===== src/hex_loader_consts.vh =====
`ifndef HEX_LOADER_CONSTS_VH
`define HEX_LOADER_CONSTS_VH

// ----------------------------------------
// program memory map
// ----------------------------------------
`define FLASH_TOP_16K 16'h3FFF
`define FLASH_TOP_32K 16'h7FFF
`define BOOT_AREA_BASE 16'hF800
`define BOOT_AREA_TOP 16'hFFFF

// ----------------------------------------
// serial characters
// ----------------------------------------
`define CH_SYNC 8'h55
`define CH_COLON 8'h3A
`define CH_OK 8'h2E
`define CH_CSUM_ERR 8'h58
`define CH_PROG_ERR 8'h52

// ----------------------------------------
// records
// ----------------------------------------
`define REC_DATA 8'h00
`define REC_EOF 8'h01
`define REC_OSC 8'h02
`define REC_MAX_DATA 5'h10

// ----------------------------------------
// timing
// ----------------------------------------
`define CLK_HZ 10000000
`define BAUD_CNT_W 16
`define FIFO_DEPTH 8

`endif


===== src/byte_fifo.v =====
`timescale 1ns/1ns
`default_nettype none
module byte_fifo #(
  parameter WIDTH = 8,
  parameter DEPTH = 8,
  parameter AW = 3
) (
  // clock and reset
  input wire i_clk,
  input wire i_resetn,
  // fill side
  input wire i_valid,
  output wire o_ready,
  input wire [WIDTH-1:0] i_data,
  // drain side
  output wire o_valid,
  input wire i_ready,
  output reg [WIDTH-1:0] o_data
);
  reg [WIDTH-1:0] mem [0:DEPTH-1];
  reg [AW:0] wr_ptr;
  reg [AW:0] rd_ptr;
  reg out_full;
  wire [AW:0] count;
  wire push;
  wire pop;
  wire load;

  assign count = wr_ptr - rd_ptr;
  assign o_ready = (count != DEPTH[AW:0]) || (DEPTH[AW:0] == {(AW+1){1'b0}});
  assign push = i_valid && o_ready;
  assign o_valid = out_full;
  assign pop = out_full && i_ready;
  // output register refills whenever it empties, keeping data registered
  assign load = (count != {(AW+1){1'b0}}) && (!out_full || pop);

  always @(posedge i_clk) begin
    if (push) begin
      mem[wr_ptr[AW-1:0]] <= i_data;
    end
  end

  always @(posedge i_clk) begin
    if (!i_resetn) begin
      wr_ptr <= {(AW+1){1'b0}};
      rd_ptr <= {(AW+1){1'b0}};
      out_full <= 1'b0;
      o_data <= {WIDTH{1'b0}};
    end else begin
      if (push) begin
        wr_ptr <= wr_ptr + 1'b1;
      end
      if (load) begin
        o_data <= mem[rd_ptr[AW-1:0]];
        rd_ptr <= rd_ptr + 1'b1;
        out_full <= 1'b1;
      end else if (pop) begin
        out_full <= 1'b0;
      end
    end
  end
endmodule
`default_nettype wire


===== src/record_buffer.v =====
`timescale 1ns/1ns
`default_nettype none
module record_buffer #(
  parameter WIDTH = 8,
  parameter DEPTH = 16,
  parameter AW = 4
) (
  input wire i_clk,
  input wire i_we,
  input wire [AW-1:0] i_waddr,
  input wire [WIDTH-1:0] i_wdata,
  input wire [AW-1:0] i_raddr,
  output reg [WIDTH-1:0] o_rdata
);
  reg [WIDTH-1:0] mem [0:DEPTH-1];

  always @(posedge i_clk) begin
    if (i_we) begin
      mem[i_waddr] <= i_wdata;
    end
    o_rdata <= mem[i_raddr];
  end
endmodule
`default_nettype wire


===== src/hex_record_loader.v =====
`timescale 1ns/1ns
`default_nettype none
`include "hex_loader_consts.vh"
module hex_record_loader #(
  parameter FLASH_32K = 1,
  parameter BW = `BAUD_CNT_W
) (
  // clock and reset
  input wire i_clk,
  input wire i_resetn,
  // serial pins
  input wire i_rxd,
  output reg o_txd,
  // fetch steering
  input wire i_external_fetch_select_pin,
  input wire [15:0] i_fetch_addr,
  output wire o_fetch_internal,
  output wire o_fetch_external,
  output wire o_fetch_boot,
  // flash programming port
  output reg o_prog_req,
  output reg [15:0] o_prog_addr,
  output reg [7:0] o_prog_data,
  input wire i_prog_done,
  input wire i_prog_ok,
  // status
  output wire o_baud_locked,
  output reg o_eof_seen
);
  // ----------------------------------------
  // fetch steering
  // ----------------------------------------
  wire [15:0] flash_top;
  wire ea_high;
  reg ea_s1;
  reg ea_s2;
  assign flash_top = (FLASH_32K != 0) ? `FLASH_TOP_32K : `FLASH_TOP_16K;
  assign ea_high = ea_s2;
  assign o_fetch_boot = (i_fetch_addr >= `BOOT_AREA_BASE);
  assign o_fetch_internal = ea_high && (i_fetch_addr <= flash_top) && !o_fetch_boot;
  // pin low forces all fetches below the boot area external
  assign o_fetch_external = !o_fetch_boot && (!ea_high || (i_fetch_addr > flash_top));

  // ----------------------------------------
  // input synchronisers
  // ----------------------------------------
  reg rx_s1;
  reg rx;
  always @(posedge i_clk) begin
    if (!i_resetn) begin
      rx_s1 <= 1'b1;
      rx <= 1'b1;
      ea_s1 <= 1'b1;
      ea_s2 <= 1'b1;
    end else begin
      rx_s1 <= i_rxd;
      rx <= rx_s1;
      ea_s1 <= i_external_fetch_select_pin;
      ea_s2 <= ea_s1;
    end
  end

  // ----------------------------------------
  // baud measurement and receiver
  // ----------------------------------------
  // U = 0x55: start bit low for one bit, then data bit0 high: low run = one bit
  localparam RX_IDLE = 2'h0;
  localparam RX_MEAS = 2'h1;
  localparam RX_DATA = 2'h2;
  localparam RX_STOP = 2'h3;
  reg [1:0] rx_state;
  reg locked;
  reg [BW-1:0] bit_cnt;
  reg [BW-1:0] rx_timer;
  reg [3:0] rx_bits;
  reg [7:0] rx_shift;
  reg rx_strobe;
  reg [7:0] rx_byte;
  assign o_baud_locked = locked;

  always @(posedge i_clk) begin
    if (!i_resetn) begin
      rx_state <= RX_IDLE;
      locked <= 1'b0;
      bit_cnt <= 16'h0000;
      rx_timer <= 16'h0000;
      rx_bits <= 4'h0;
      rx_shift <= 8'h00;
      rx_strobe <= 1'b0;
      rx_byte <= 8'h00;
    end else begin
      rx_strobe <= 1'b0;
      case (rx_state)
        RX_IDLE: begin
          rx_timer <= 16'h0001;
          if (!rx) begin
            rx_state <= locked ? RX_DATA : RX_MEAS;
            rx_bits <= 4'h0;
            rx_timer <= locked ? (bit_cnt + (bit_cnt >> 1)) : 16'h0001;
          end
        end
        RX_MEAS: begin
          if (rx) begin
            bit_cnt <= rx_timer;
            locked <= 1'b1;
            rx_state <= RX_STOP;
            rx_timer <= {rx_timer[BW-2:0], 1'b0} + (rx_timer >> 1) + rx_timer * 16'h0006;
          end else begin
            rx_timer <= rx_timer + 1'b1;
          end
        end
        RX_DATA: begin
          if (rx_timer == 16'h0000) begin
            rx_shift <= {rx, rx_shift[7:1]};
            rx_bits <= rx_bits + 1'b1;
            rx_timer <= bit_cnt - 1'b1;
            if (rx_bits == 4'h7) begin
              rx_state <= RX_STOP;
            end
          end else begin
            rx_timer <= rx_timer - 1'b1;
          end
        end
        RX_STOP: begin
          // wait out the remainder of the frame before rearming
          if (rx_timer == 16'h0000) begin
            if (rx && locked && bit_cnt != 16'h0000 && rx_bits == 4'h8) begin
              rx_strobe <= 1'b1;
              rx_byte <= rx_shift;
            end
            rx_bits <= 4'h0;
            if (rx) begin
              rx_state <= RX_IDLE;
            end
          end else begin
            rx_timer <= rx_timer - 1'b1;
          end
        end
        default: rx_state <= RX_IDLE;
      endcase
    end
  end

  // ----------------------------------------
  // record parser
  // ----------------------------------------
  localparam P_WAIT = 3'h0;
  localparam P_FIELD = 3'h1;
  localparam P_EXEC = 3'h2;
  localparam P_PROG = 3'h3;
  localparam P_WAITP = 3'h4;
  localparam P_REPLY = 3'h5;
  reg [2:0] p_state;
  reg hi_nib;
  reg [3:0] nib;
  reg [5:0] byte_idx;
  reg [7:0] csum;
  reg [7:0] rec_len;
  reg [15:0] rec_addr;
  reg [7:0] rec_type;
  reg [4:0] prog_idx;
  reg prog_fail;
  reg [7:0] reply;
  reg reply_req;
  wire [7:0] cur_byte;
  wire is_hex;
  wire [3:0] hex_val;
  wire [7:0] buf_rdata;
  wire buf_we;
  // read address runs one step ahead so the registered read is ready in P_PROG
  wire [4:0] rd_idx = (p_state == P_EXEC) ? 5'h00
                      : ((p_state == P_WAITP) && i_prog_done) ? (prog_idx + 5'h01) : prog_idx;
  assign is_hex = (rx_byte >= 8'h30 && rx_byte <= 8'h39) || (rx_byte >= 8'h41 && rx_byte <= 8'h46)
                  || (rx_byte >= 8'h61 && rx_byte <= 8'h66);
  assign hex_val = (rx_byte <= 8'h39) ? rx_byte[3:0] : (rx_byte[3:0] + 4'h9);
  assign cur_byte = {nib, hex_val};
  assign buf_we = rx_strobe && (p_state == P_FIELD) && is_hex && !hi_nib && (byte_idx >= 6'h04)
                  && (byte_idx < 6'h04 + {1'b0, rec_len[4:0]});

  record_buffer #(.WIDTH(8), .DEPTH(16), .AW(4)) u_buf (
    .i_clk(i_clk),
    .i_we(buf_we),
    .i_waddr(byte_idx[3:0] - 4'h4),
    .i_wdata(cur_byte),
    .i_raddr(rd_idx[3:0]),
    .o_rdata(buf_rdata)
  );

  always @(posedge i_clk) begin
    if (!i_resetn) begin
      p_state <= P_WAIT;
      hi_nib <= 1'b1;
      nib <= 4'h0;
      byte_idx <= 6'h00;
      csum <= 8'h00;
      rec_len <= 8'h00;
      rec_addr <= 16'h0000;
      rec_type <= 8'h00;
      prog_idx <= 5'h00;
      prog_fail <= 1'b0;
      reply <= 8'h00;
      reply_req <= 1'b0;
      o_prog_req <= 1'b0;
      o_prog_addr <= 16'h0000;
      o_prog_data <= 8'h00;
      o_eof_seen <= 1'b0;
    end else begin
      reply_req <= 1'b0;
      case (p_state)
        P_WAIT: begin
          // anything but a colon is ignored
          if (rx_strobe && rx_byte == `CH_COLON) begin
            p_state <= P_FIELD;
            hi_nib <= 1'b1;
            byte_idx <= 6'h00;
            csum <= 8'h00;
          end
        end
        P_FIELD: begin
          if (rx_strobe && rx_byte == `CH_COLON) begin
            hi_nib <= 1'b1;
            byte_idx <= 6'h00;
            csum <= 8'h00;
          end else if (rx_strobe && !is_hex) begin
            p_state <= P_WAIT;
          end else if (rx_strobe && hi_nib) begin
            nib <= hex_val;
            hi_nib <= 1'b0;
          end else if (rx_strobe) begin
            hi_nib <= 1'b1;
            csum <= csum + cur_byte;
            byte_idx <= byte_idx + 1'b1;
            if (byte_idx == 6'h00) begin
              rec_len <= cur_byte;
              if (cur_byte > {3'h0, `REC_MAX_DATA}) begin
                p_state <= P_WAIT;
              end
            end
            if (byte_idx == 6'h01) begin
              rec_addr[15:8] <= cur_byte;
            end
            if (byte_idx == 6'h02) begin
              rec_addr[7:0] <= cur_byte;
            end
            if (byte_idx == 6'h03) begin
              rec_type <= cur_byte;
            end
            // checksum byte is the last one; only then act
            if (byte_idx == 6'h04 + {1'b0, rec_len[4:0]}) begin
              p_state <= P_EXEC;
            end
          end
        end
        P_EXEC: begin
          prog_idx <= 5'h00;
          prog_fail <= 1'b0;
          if (csum != 8'h00) begin
            reply <= `CH_CSUM_ERR;
            p_state <= P_REPLY;
          end else if (rec_type == `REC_DATA && rec_len != 8'h00) begin
            p_state <= P_PROG;
          end else begin
            o_eof_seen <= o_eof_seen | (rec_type == `REC_EOF);
            reply <= `CH_OK;
            p_state <= P_REPLY;
          end
        end
        P_PROG: begin
          // buffer's registered read was issued a cycle earlier; request and data go out now
          o_prog_req <= 1'b1;
          o_prog_addr <= rec_addr + {11'h000, prog_idx};
          o_prog_data <= buf_rdata;
          p_state <= P_WAITP;
        end
        P_WAITP: begin
          o_prog_req <= 1'b0;
          if (i_prog_done) begin
            prog_fail <= prog_fail | !i_prog_ok;
            if ({3'h0, prog_idx} + 8'h01 == rec_len) begin
              reply <= (prog_fail || !i_prog_ok) ? `CH_PROG_ERR : `CH_OK;
              p_state <= P_REPLY;
            end else begin
              prog_idx <= prog_idx + 1'b1;
              p_state <= P_PROG;
            end
          end
        end
        P_REPLY: begin
          reply_req <= 1'b1;
          p_state <= P_WAIT;
        end
        default: p_state <= P_WAIT;
      endcase
    end
  end

  // ----------------------------------------
  // transmit queue and transmitter
  // ----------------------------------------
  // echo and status share the queue; status waits a cycle if echo collides
  reg pend_reply;
  wire fifo_push;
  wire fifo_ready;
  wire [7:0] fifo_in;
  wire tx_valid;
  wire [7:0] tx_data;
  reg tx_busy;
  reg [3:0] tx_bits;
  reg [BW-1:0] tx_timer;
  reg [8:0] tx_shift;
  wire tx_take;
  assign fifo_in = rx_strobe ? rx_byte : reply;
  assign fifo_push = (rx_strobe && locked) || pend_reply;
  assign tx_take = tx_valid && !tx_busy;

  always @(posedge i_clk) begin
    if (!i_resetn) begin
      pend_reply <= 1'b0;
    end else if (reply_req || pend_reply) begin
      pend_reply <= !((!rx_strobe) && fifo_ready && pend_reply) || reply_req;
    end
  end

  byte_fifo #(.WIDTH(8), .DEPTH(`FIFO_DEPTH), .AW(3)) u_fifo (
    .i_clk(i_clk),
    .i_resetn(i_resetn),
    .i_valid(fifo_push),
    .o_ready(fifo_ready),
    .i_data(fifo_in),
    .o_valid(tx_valid),
    .i_ready(!tx_busy),
    .o_data(tx_data)
  );

  always @(posedge i_clk) begin
    if (!i_resetn) begin
      o_txd <= 1'b1;
      tx_busy <= 1'b0;
      tx_bits <= 4'h0;
      tx_timer <= 16'h0000;
      tx_shift <= 9'h1FF;
    end else if (tx_take) begin
      tx_busy <= 1'b1;
      o_txd <= 1'b0;
      tx_shift <= {1'b1, tx_data};
      tx_bits <= 4'h0;
      tx_timer <= bit_cnt - 1'b1;
    end else if (tx_busy) begin
      if (tx_timer == 16'h0000) begin
        tx_timer <= bit_cnt - 1'b1;
        if (tx_bits == 4'h9) begin
          tx_busy <= 1'b0;
        end else begin
          o_txd <= tx_shift[0];
          tx_shift <= {1'b1, tx_shift[8:1]};
          tx_bits <= tx_bits + 1'b1;
        end
      end else begin
        tx_timer <= tx_timer - 1'b1;
      end
    end
  end
endmodule
`default_nettype wire


===== config.mk =====
export PLATFORM = sky130hd
export DESIGN_NAME = hex_record_loader
export DESIGN_NICKNAME = d
export VERILOG_FILES = /design/src/byte_fifo.v /design/src/record_buffer.v /design/src/hex_record_loader.v
export VERILOG_INCLUDE_DIRS = /design/src /design/src/src
export SDC_FILE = /design/constraint.sdc
export NUM_CORES = 1
export LEC_CHECK = 0
export BUFFER_PORTS_ARGS = -buffer_cell sky130_fd_sc_hd__buf_2
export CAP_MARGIN = 0
export CORE_MARGIN = 5
export CORE_UTILIZATION = 60
export CTS_BUF_LIST = sky130_fd_sc_hd__clkbuf_8
export DETAILED_ROUTE_END_ITERATION = 6
export GPL_TIMING_DRIVEN = 0
export PLACE_DENSITY = 0.78
export SYNTH_ARGS = -nofsm -noshare
export SYNTH_HDL_FRONTEND = slang
export SYNTH_SLANG_ARGS = --single-unit

===== constraint.sdc =====
create_clock -name i_clk -period 5.5 [get_ports i_clk]
set_clock_uncertainty 0.2 [all_clocks]
set_input_delay 1.1 -clock i_clk [delete_from_list [all_inputs] [get_ports i_clk]]
set_output_delay 1.1 -clock i_clk [all_outputs]
set_load 0.01 [all_outputs]

# After elaboration in Yosys (flattened, before gate mapping)
# Memory sizes are Yosys's and may differ from the RTL's. A register that Yosys moved wholly into a read port is not among the register bits.
# Index checks and enable logic that the tools add are counted.
word_totals:
  register_bits: 195
  ramBits: 192
  in_bits: 22
  output_inout_bits: 31
  elab_cells: 292
  mem_count: 2
mem_list:
  columns: ["memory", "words", "width", "read_ports", "rd_ports_with_merged_regs", "write_ports", "line", "text"]
  rows:
  - ["u_buf.mem", 16, 8, 1, 1, 1, "record_buffer.v:15", "reg [WIDTH-1:0] mem [0:DEPTH-1];"]
  - ["u_fifo.mem", 8, 8, 1, 1, 1, "byte_fifo.v:20", "reg [WIDTH-1:0] mem [0:DEPTH-1];"]
op_classes:
  add_sub_neg: 20
  mul: 1
  magnitude_cmp: 12
  eq_ne: 41
  n_mux: 88
  bitwise_logic: 9
  n_reduce_logical: 81
ops:
  columns: ["operator", "n"]
  rows:
  - ["16-bit 2-to-1 mux", 8]
  - ["8-bit 2-to-1 mux", 14]
  - ["16-bit case mux with 4 select lines", 1]
  - ["16-bit by 1-bit subtractor with 16-bit output, second input constant", 3]
  - ["3-bit 2-to-1 mux", 12]
  - ["16-bit by 15-bit adder with 16-bit output", 2]
  - ["16-bit logical NOT", 2]
  - ["8-bit case mux with 2 select lines", 2]
  - ["6-bit 2-to-1 mux", 5]
  - ["6-bit AND reduction", 5]
  - ["1-bit logical AND", 25]
  - ["4-bit 2-to-1 mux", 6]
  - ["1-bit 2-to-1 mux", 22]
  - ["2-bit inequality test, second input constant", 11]
  - ["3-bit AND reduction", 6]
  - ["16-bit by 1-bit adder with 16-bit output, second input constant", 1]
  - ["16-bit adder", 1]
  - ["16-bit by 5-bit adder with 16-bit output", 1]
  - ["4-bit by 1-bit adder with 4-bit output, second input constant", 4]
  - ["16-bit greater-or-equal comparator, second input constant", 1]
  - ["8-bit by 7-bit greater-or-equal comparator with 1-bit output, second input constant", 2]
  - ["16-bit by 15-bit > comparator with 1-bit output, second input constant", 1]
  - ["16-bit by 15-bit <= comparator with 1-bit output, second input constant", 1]
  - ["8-bit by 7-bit <= comparator with 1-bit output, second input constant", 2]
  - ["other kinds (60)", 114]

# Logic depth before layout (Yosys ltp)
logic_depth:
  ltp_word: 11
  mapped_depth: 21

# Cells and area by module
# A second synthesis with hierarchy kept.
unflattened:
  cells_unflattened: 2001
  area_unflattened_um2: 21091.5
by_module_without_submodules:
  columns: ["module", "n_inst", "cells_per_inst", "area_each_um2", "seq_area_each_um2"]
  rows:
  - ["hex_record_loader", 1, 1570, 12623.4, 3643.5]
  - ["record_buffer", 1, 229, 5147.4, 4003.8]
  - ["byte_fifo", 1, 202, 3320.7, 2262.2]

# Worst setup path before layout
# Ideal clock, no wire load.
synth_timing:
  path_type: "register -> register"
  startpoint: "register rx_timer[2]"
  endpoint: "register rx_timer[15]"
  setup_time_ps: 122
  t_arrival_ps: 4521
  path_slack_ps: 658
  path_stages_with_launch: 20
  synth_period_minus_slack_ps: 4842
  path_cell_list: "dfxtp_1 > inv_1 > ha_1 > a211oi_1 > nor2_1 > o41ai_1 > o21ai_0 > o21a_1 > o21ai_0 > nand2b_1 > xnor2_1 > fa_1 > inv_1 > ha_1 > a211o_1 > and4_1 > a2111oi_0 > nand2b_1 > mux2i_1 > o311a_1"
synth_via:
  elab_chain_cells: 4
synth_rtl:
  columns: ["element", "line", "text"]
  rows:
  - ["start, declared", "hex_record_loader.v:74", "reg [BW-1:0] rx_timer;"]
  - ["start signal, assigned", "hex_record_loader.v:99", "rx_timer <= locked ? (bit_cnt + (bit_cnt >> 1)) : 16'h0001;"]
  - ["start signal, assigned", "hex_record_loader.v:107", "rx_timer <= {rx_timer[BW-2:0], 1'b0} + (rx_timer >> 1) + rx_timer * 16'h0006;"]
  - ["start signal, assigned", "hex_record_loader.v:109", "rx_timer <= rx_timer + 1'b1;"]
  - ["16-bit by 2-bit multiplier with 15-bit output / 16-bit by 15-bit adder with 16-bit output (equally long branches)", "hex_record_loader.v:107", null]
  - ["16-bit adder", "hex_record_loader.v:107", null]
  - ["16-bit 2-to-1 mux", "hex_record_loader.v:103", "if (rx) begin"]
  - ["16-bit case mux with 4 select lines", "hex_record_loader.v:93", "case (rx_state)"]
# Parallel ways exist; a longest one is shown, timed or not. The select of a mux whose other input is x is not followed.
# A chain may end at the register's enable or synchronous reset.

# Worst setup path in the final report
layout_timing:
  startpoint: "register rx_timer[1]"
  endpoint: "register rx_timer[15]"
# The elaborated chain is that of the path after synthesis.

==> impl_metrics.csv <==
group,metric,value,unit
clocking,clk_pin_slew,60,ps
sta,fin_crit,5230,ps
global_route,grt_overflow_total,0,
clocking,htreeDepth,2,
worst_setup_path,endpoint_kind,"flop",
die,start_util,60.8,%
clocking,clkLatencyLatePin,610,ps
drt,num_vias,17070,
cells_and_area,fin_util,66.9,%
pwr,powerDensity,368,nW/um^2
die,die_height,197,um
worst_setup_path,cp-start-kind,"flop",
placement,io_buffers,41,
outcome,outcome,"completed",
logic_synthesis,syn_avg_cell_area,9.75,um^2
clocking,clkSinkCount,399,
worst_setup_path,reg2reg_from,"rx_timer[1]",
drt,detail-route-antenna-nets,0,
cells_and_area,fin_cells,2769,
clocking,post_cts_buffers,0,
worst_setup_path,r2r-end,"rx_timer[15]",
sta,relSlewSlack,4.70,%
clocking,cts_root_buffer,"clkbuf_8",
cells_and_area,fin_area,23100,um^2
placement,place_hpwl,39.2,mm
die,die_x,197,um
clocking,cts_buffers,61,
worst_setup_path,required,5790,ps
logic_synthesis,synth_area,21000,um^2
logic_synthesis,synth_ff_type,"dfxtp_1",
worst_setup_path,cp-startpoint,"rx_timer[1]",
pwr,ir_worst_vdd,0.000292,V
global_route,antenna_found_initial,0,
drt,viasPerCell,6.16,
cells_and_area,nets,2426,
clocking,cts_tree,"done",
drt,wire_per_inst,19.5,um
logic_synthesis,yosysTopAreaCellShare,27.5,%
worst_setup_path,rrSetupSlack,270,ps
die,rows,68,
worst_setup_path,endpoint,"rx_timer[15]",
global_route,grt_pass1_vias,16847,
sta,fmax,191,MHz
cells_and_area,drive_gt1_share,8.30,%
die,coreArea,34500,um^2
logic_synthesis,synth_top_cell_by_area,"edfxtp_1",
logic_synthesis,synth-async-reset-ratio,0,%
global_route,grt_max_degree,24,
drt,drcViolationCount,0,
job,maxCapViolCount,0,
cells_and_area,synthToLayoutAreaGrowth,10.1,%
die,fp.dieArea,38800,um^2
sta,worstMarginPinSlew,1420,ps
sta,setup_viol,0,
sta,worst_slack,267,ps
logic_synthesis,synth_seq_cells,399,
cells_and_area,mostFrequentLayoutCell,"nand2_1",
clocking,clock_path_buffers,3,
pwr,p_total,0.00851,W
logic_synthesis,syn_nets,2318,
sta,drv_slew,0,
cells_and_area,final_cell_mix,"nand2_1, dfxtp_1, edfxtp_1",
worst_setup_path,crit_fanout,8,
logic_synthesis,yosysWarnings,0,
drt,drt_first_iter_violations,1486,
worst_setup_path,worstRegToRegCells,19,
logic_synthesis,netlist_instances,2154,
sta,fin_crit_sh,95.1,%
drt,wirelength,53.9,mm
global_route,grt_util_all_layers,27.2,%
logic_synthesis,ys_top_cells_by_area,"edfxtp_1, dfxtp_1, ha_1, nand2_1, nor2_1",
pwr,p_leak,8.81,nW
worst_setup_path,setup.worst_path.class,"flop to flop",
global_route,grt_pass1_wl,85.7,mm
sta,hold_viol,0,
logic_synthesis,ys_seq_area_share,47.2,%
logic_synthesis,ys_types,80,
worst_setup_path,critical_path_arrival,5530,ps
logic_synthesis,synth_edf_count,192,
worst_hold_path,hp-class,"flop to flop",
placement,place.gp.congestion,0.941,
placement,dpl_cell_area,21800,um^2
die,pin_count,53,
placement,placedCellCount,2653,
drt,drtPass1Iterations,6,
placement,pre_cts_ws,-108,ps
[what timing repair did]
item / CTS / global route
hold buffers: 0 / 0
endpoints found under the setup margin: 1 / 1
gates resized for setup: 2 / 5
[how the worst min path moves through the flow]
stage,startpoint,end,slack [ps],cells past startpoint
2_1_floorplan,ea_s1,ea_high,190,1
3_3_place_gp,ea_s1,ea_high,190,1
3_5_place_dp,rx_s1,rx,200,1
4_1_cts,rx_s1,rx,210,1
5_1_grt,rx_s1,rx,210,1
6_report,ea_s1,ea_high,200,1
[cell families (layout without fill, tap and decap cells)]
| logic type | after synthesis | after routing | share of synthesized area, % |
|---|---|---|---|
| and+or+nand+nor | 758 | 758 | 16.5 |
| other | 0 | 1 | 0 |
| xor gates and xnor gates | 118 | 118 | 4.92 |
| adders and majority gates | 142 | 142 | 9.07 |
| AOI/OAI and AO/OA | 499 | 499 | 15.6 |
| buffers and inverters | 192 | 351 | 3.58 |
| muxes | 46 | 46 | 3.17 |
| DFF | 399 | 399 | 47.2 |
[stage by stage]
step / hold slack [ps] / setup TNS, ps
floorplan: 186 / 0
global placement: 190 / 0
detailed placement: 198 / -108
CTS: 211 / 0
global route: 212 / -55.5
finish: 198 / 0
[registers in the layout, summed over array words and instances (netlist names), 4 cells and up]
name / cells
u_buf.mem: 128
u_fifo.mem: 64
bit_cnt: 16
o_prog_addr: 16
rec_addr: 16
rx_timer: 16
tx_timer: 16
csum: 8
o_prog_data: 8
rec_len: 8
rec_type: 8
rx_byte: 8
rx_shift: 8
tx_shift: 8
u_buf.o_rdata: 8
u_fifo.o_data: 8
byte_idx: 6
prog_idx: 5
nib: 4
reply: 4
rx_bits: 4
tx_bits: 4
u_fifo.rd_ptr: 4
u_fifo.wr_ptr: 4
[area by class of cell]
cell class	count	area, um^2
antenna	1	2.50
buffer	101	410
clock buffer	75	1030
clock inverter	39	185
fill	2706	11400
inverter	91	342
multi-input combinational	1563	10400
sequential	399	9910
tap	455	569
timing repair buffer	45	267
[synthesized netlist by cell type (13+ instances only)]
library cell	count
and3_1	16
nand2_1	314
nand2b_1	23
xnor2_1	78
nor2_1	185
fa_1	17
nor2b_1	14
nor3_1	36
inv_1	90
a311oi_1	18
nand4_1	17
a31oi_1	26
a21o_1	21
clkbuf_1	80
ha_1	125
mux4_2	16
xor2_1	40
o21ai_0	100
dfxtp_1	207
a21oi_1	136
nand3_1	65
edfxtp_1	192
a211oi_1	67
buf_2	13
and2_1	28
mux2i_1	26
[metal layers]
metal / vias to the layer above / share of wire [%] / GRT usage, %
li1: 7991 / - / -
met1: 8190 / 40 / 34.7
met2: 727 / 49 / 46.6
met3: 162 / 8.1 / 4.59
met4: 0 / 3.6 / 10.2
met5: - / 0 / 0
[power breakdown]
group          leakage (nW)  total, W  switching (W)  internal (W)
logic                  4.61   0.00265        0.00161       0.00104
clock network         0.713   0.00240        0.00113       0.00127
registers              3.49   0.00345       0.000207       0.00325
[critical path, cell delays in order, from the launching register on]
cell and delay [ps]:
dfxtp_1 530, inv_1 160, ha_1 340, a211oi_1 250, nor2_1 130, o41ai_2 310, o21ai_0 190, o21a_1 230
o21ai_0 150, nand2b_1 80, xnor2_1 140, fa_1 480, inv_1 50, ha_1 330, a211o_1 350, and4_1 210
a2111oi_2 380, nand2b_1 160, mux2i_1 100, o311a_1 340
No activity file was read; power rests on OpenSTA's default activity.
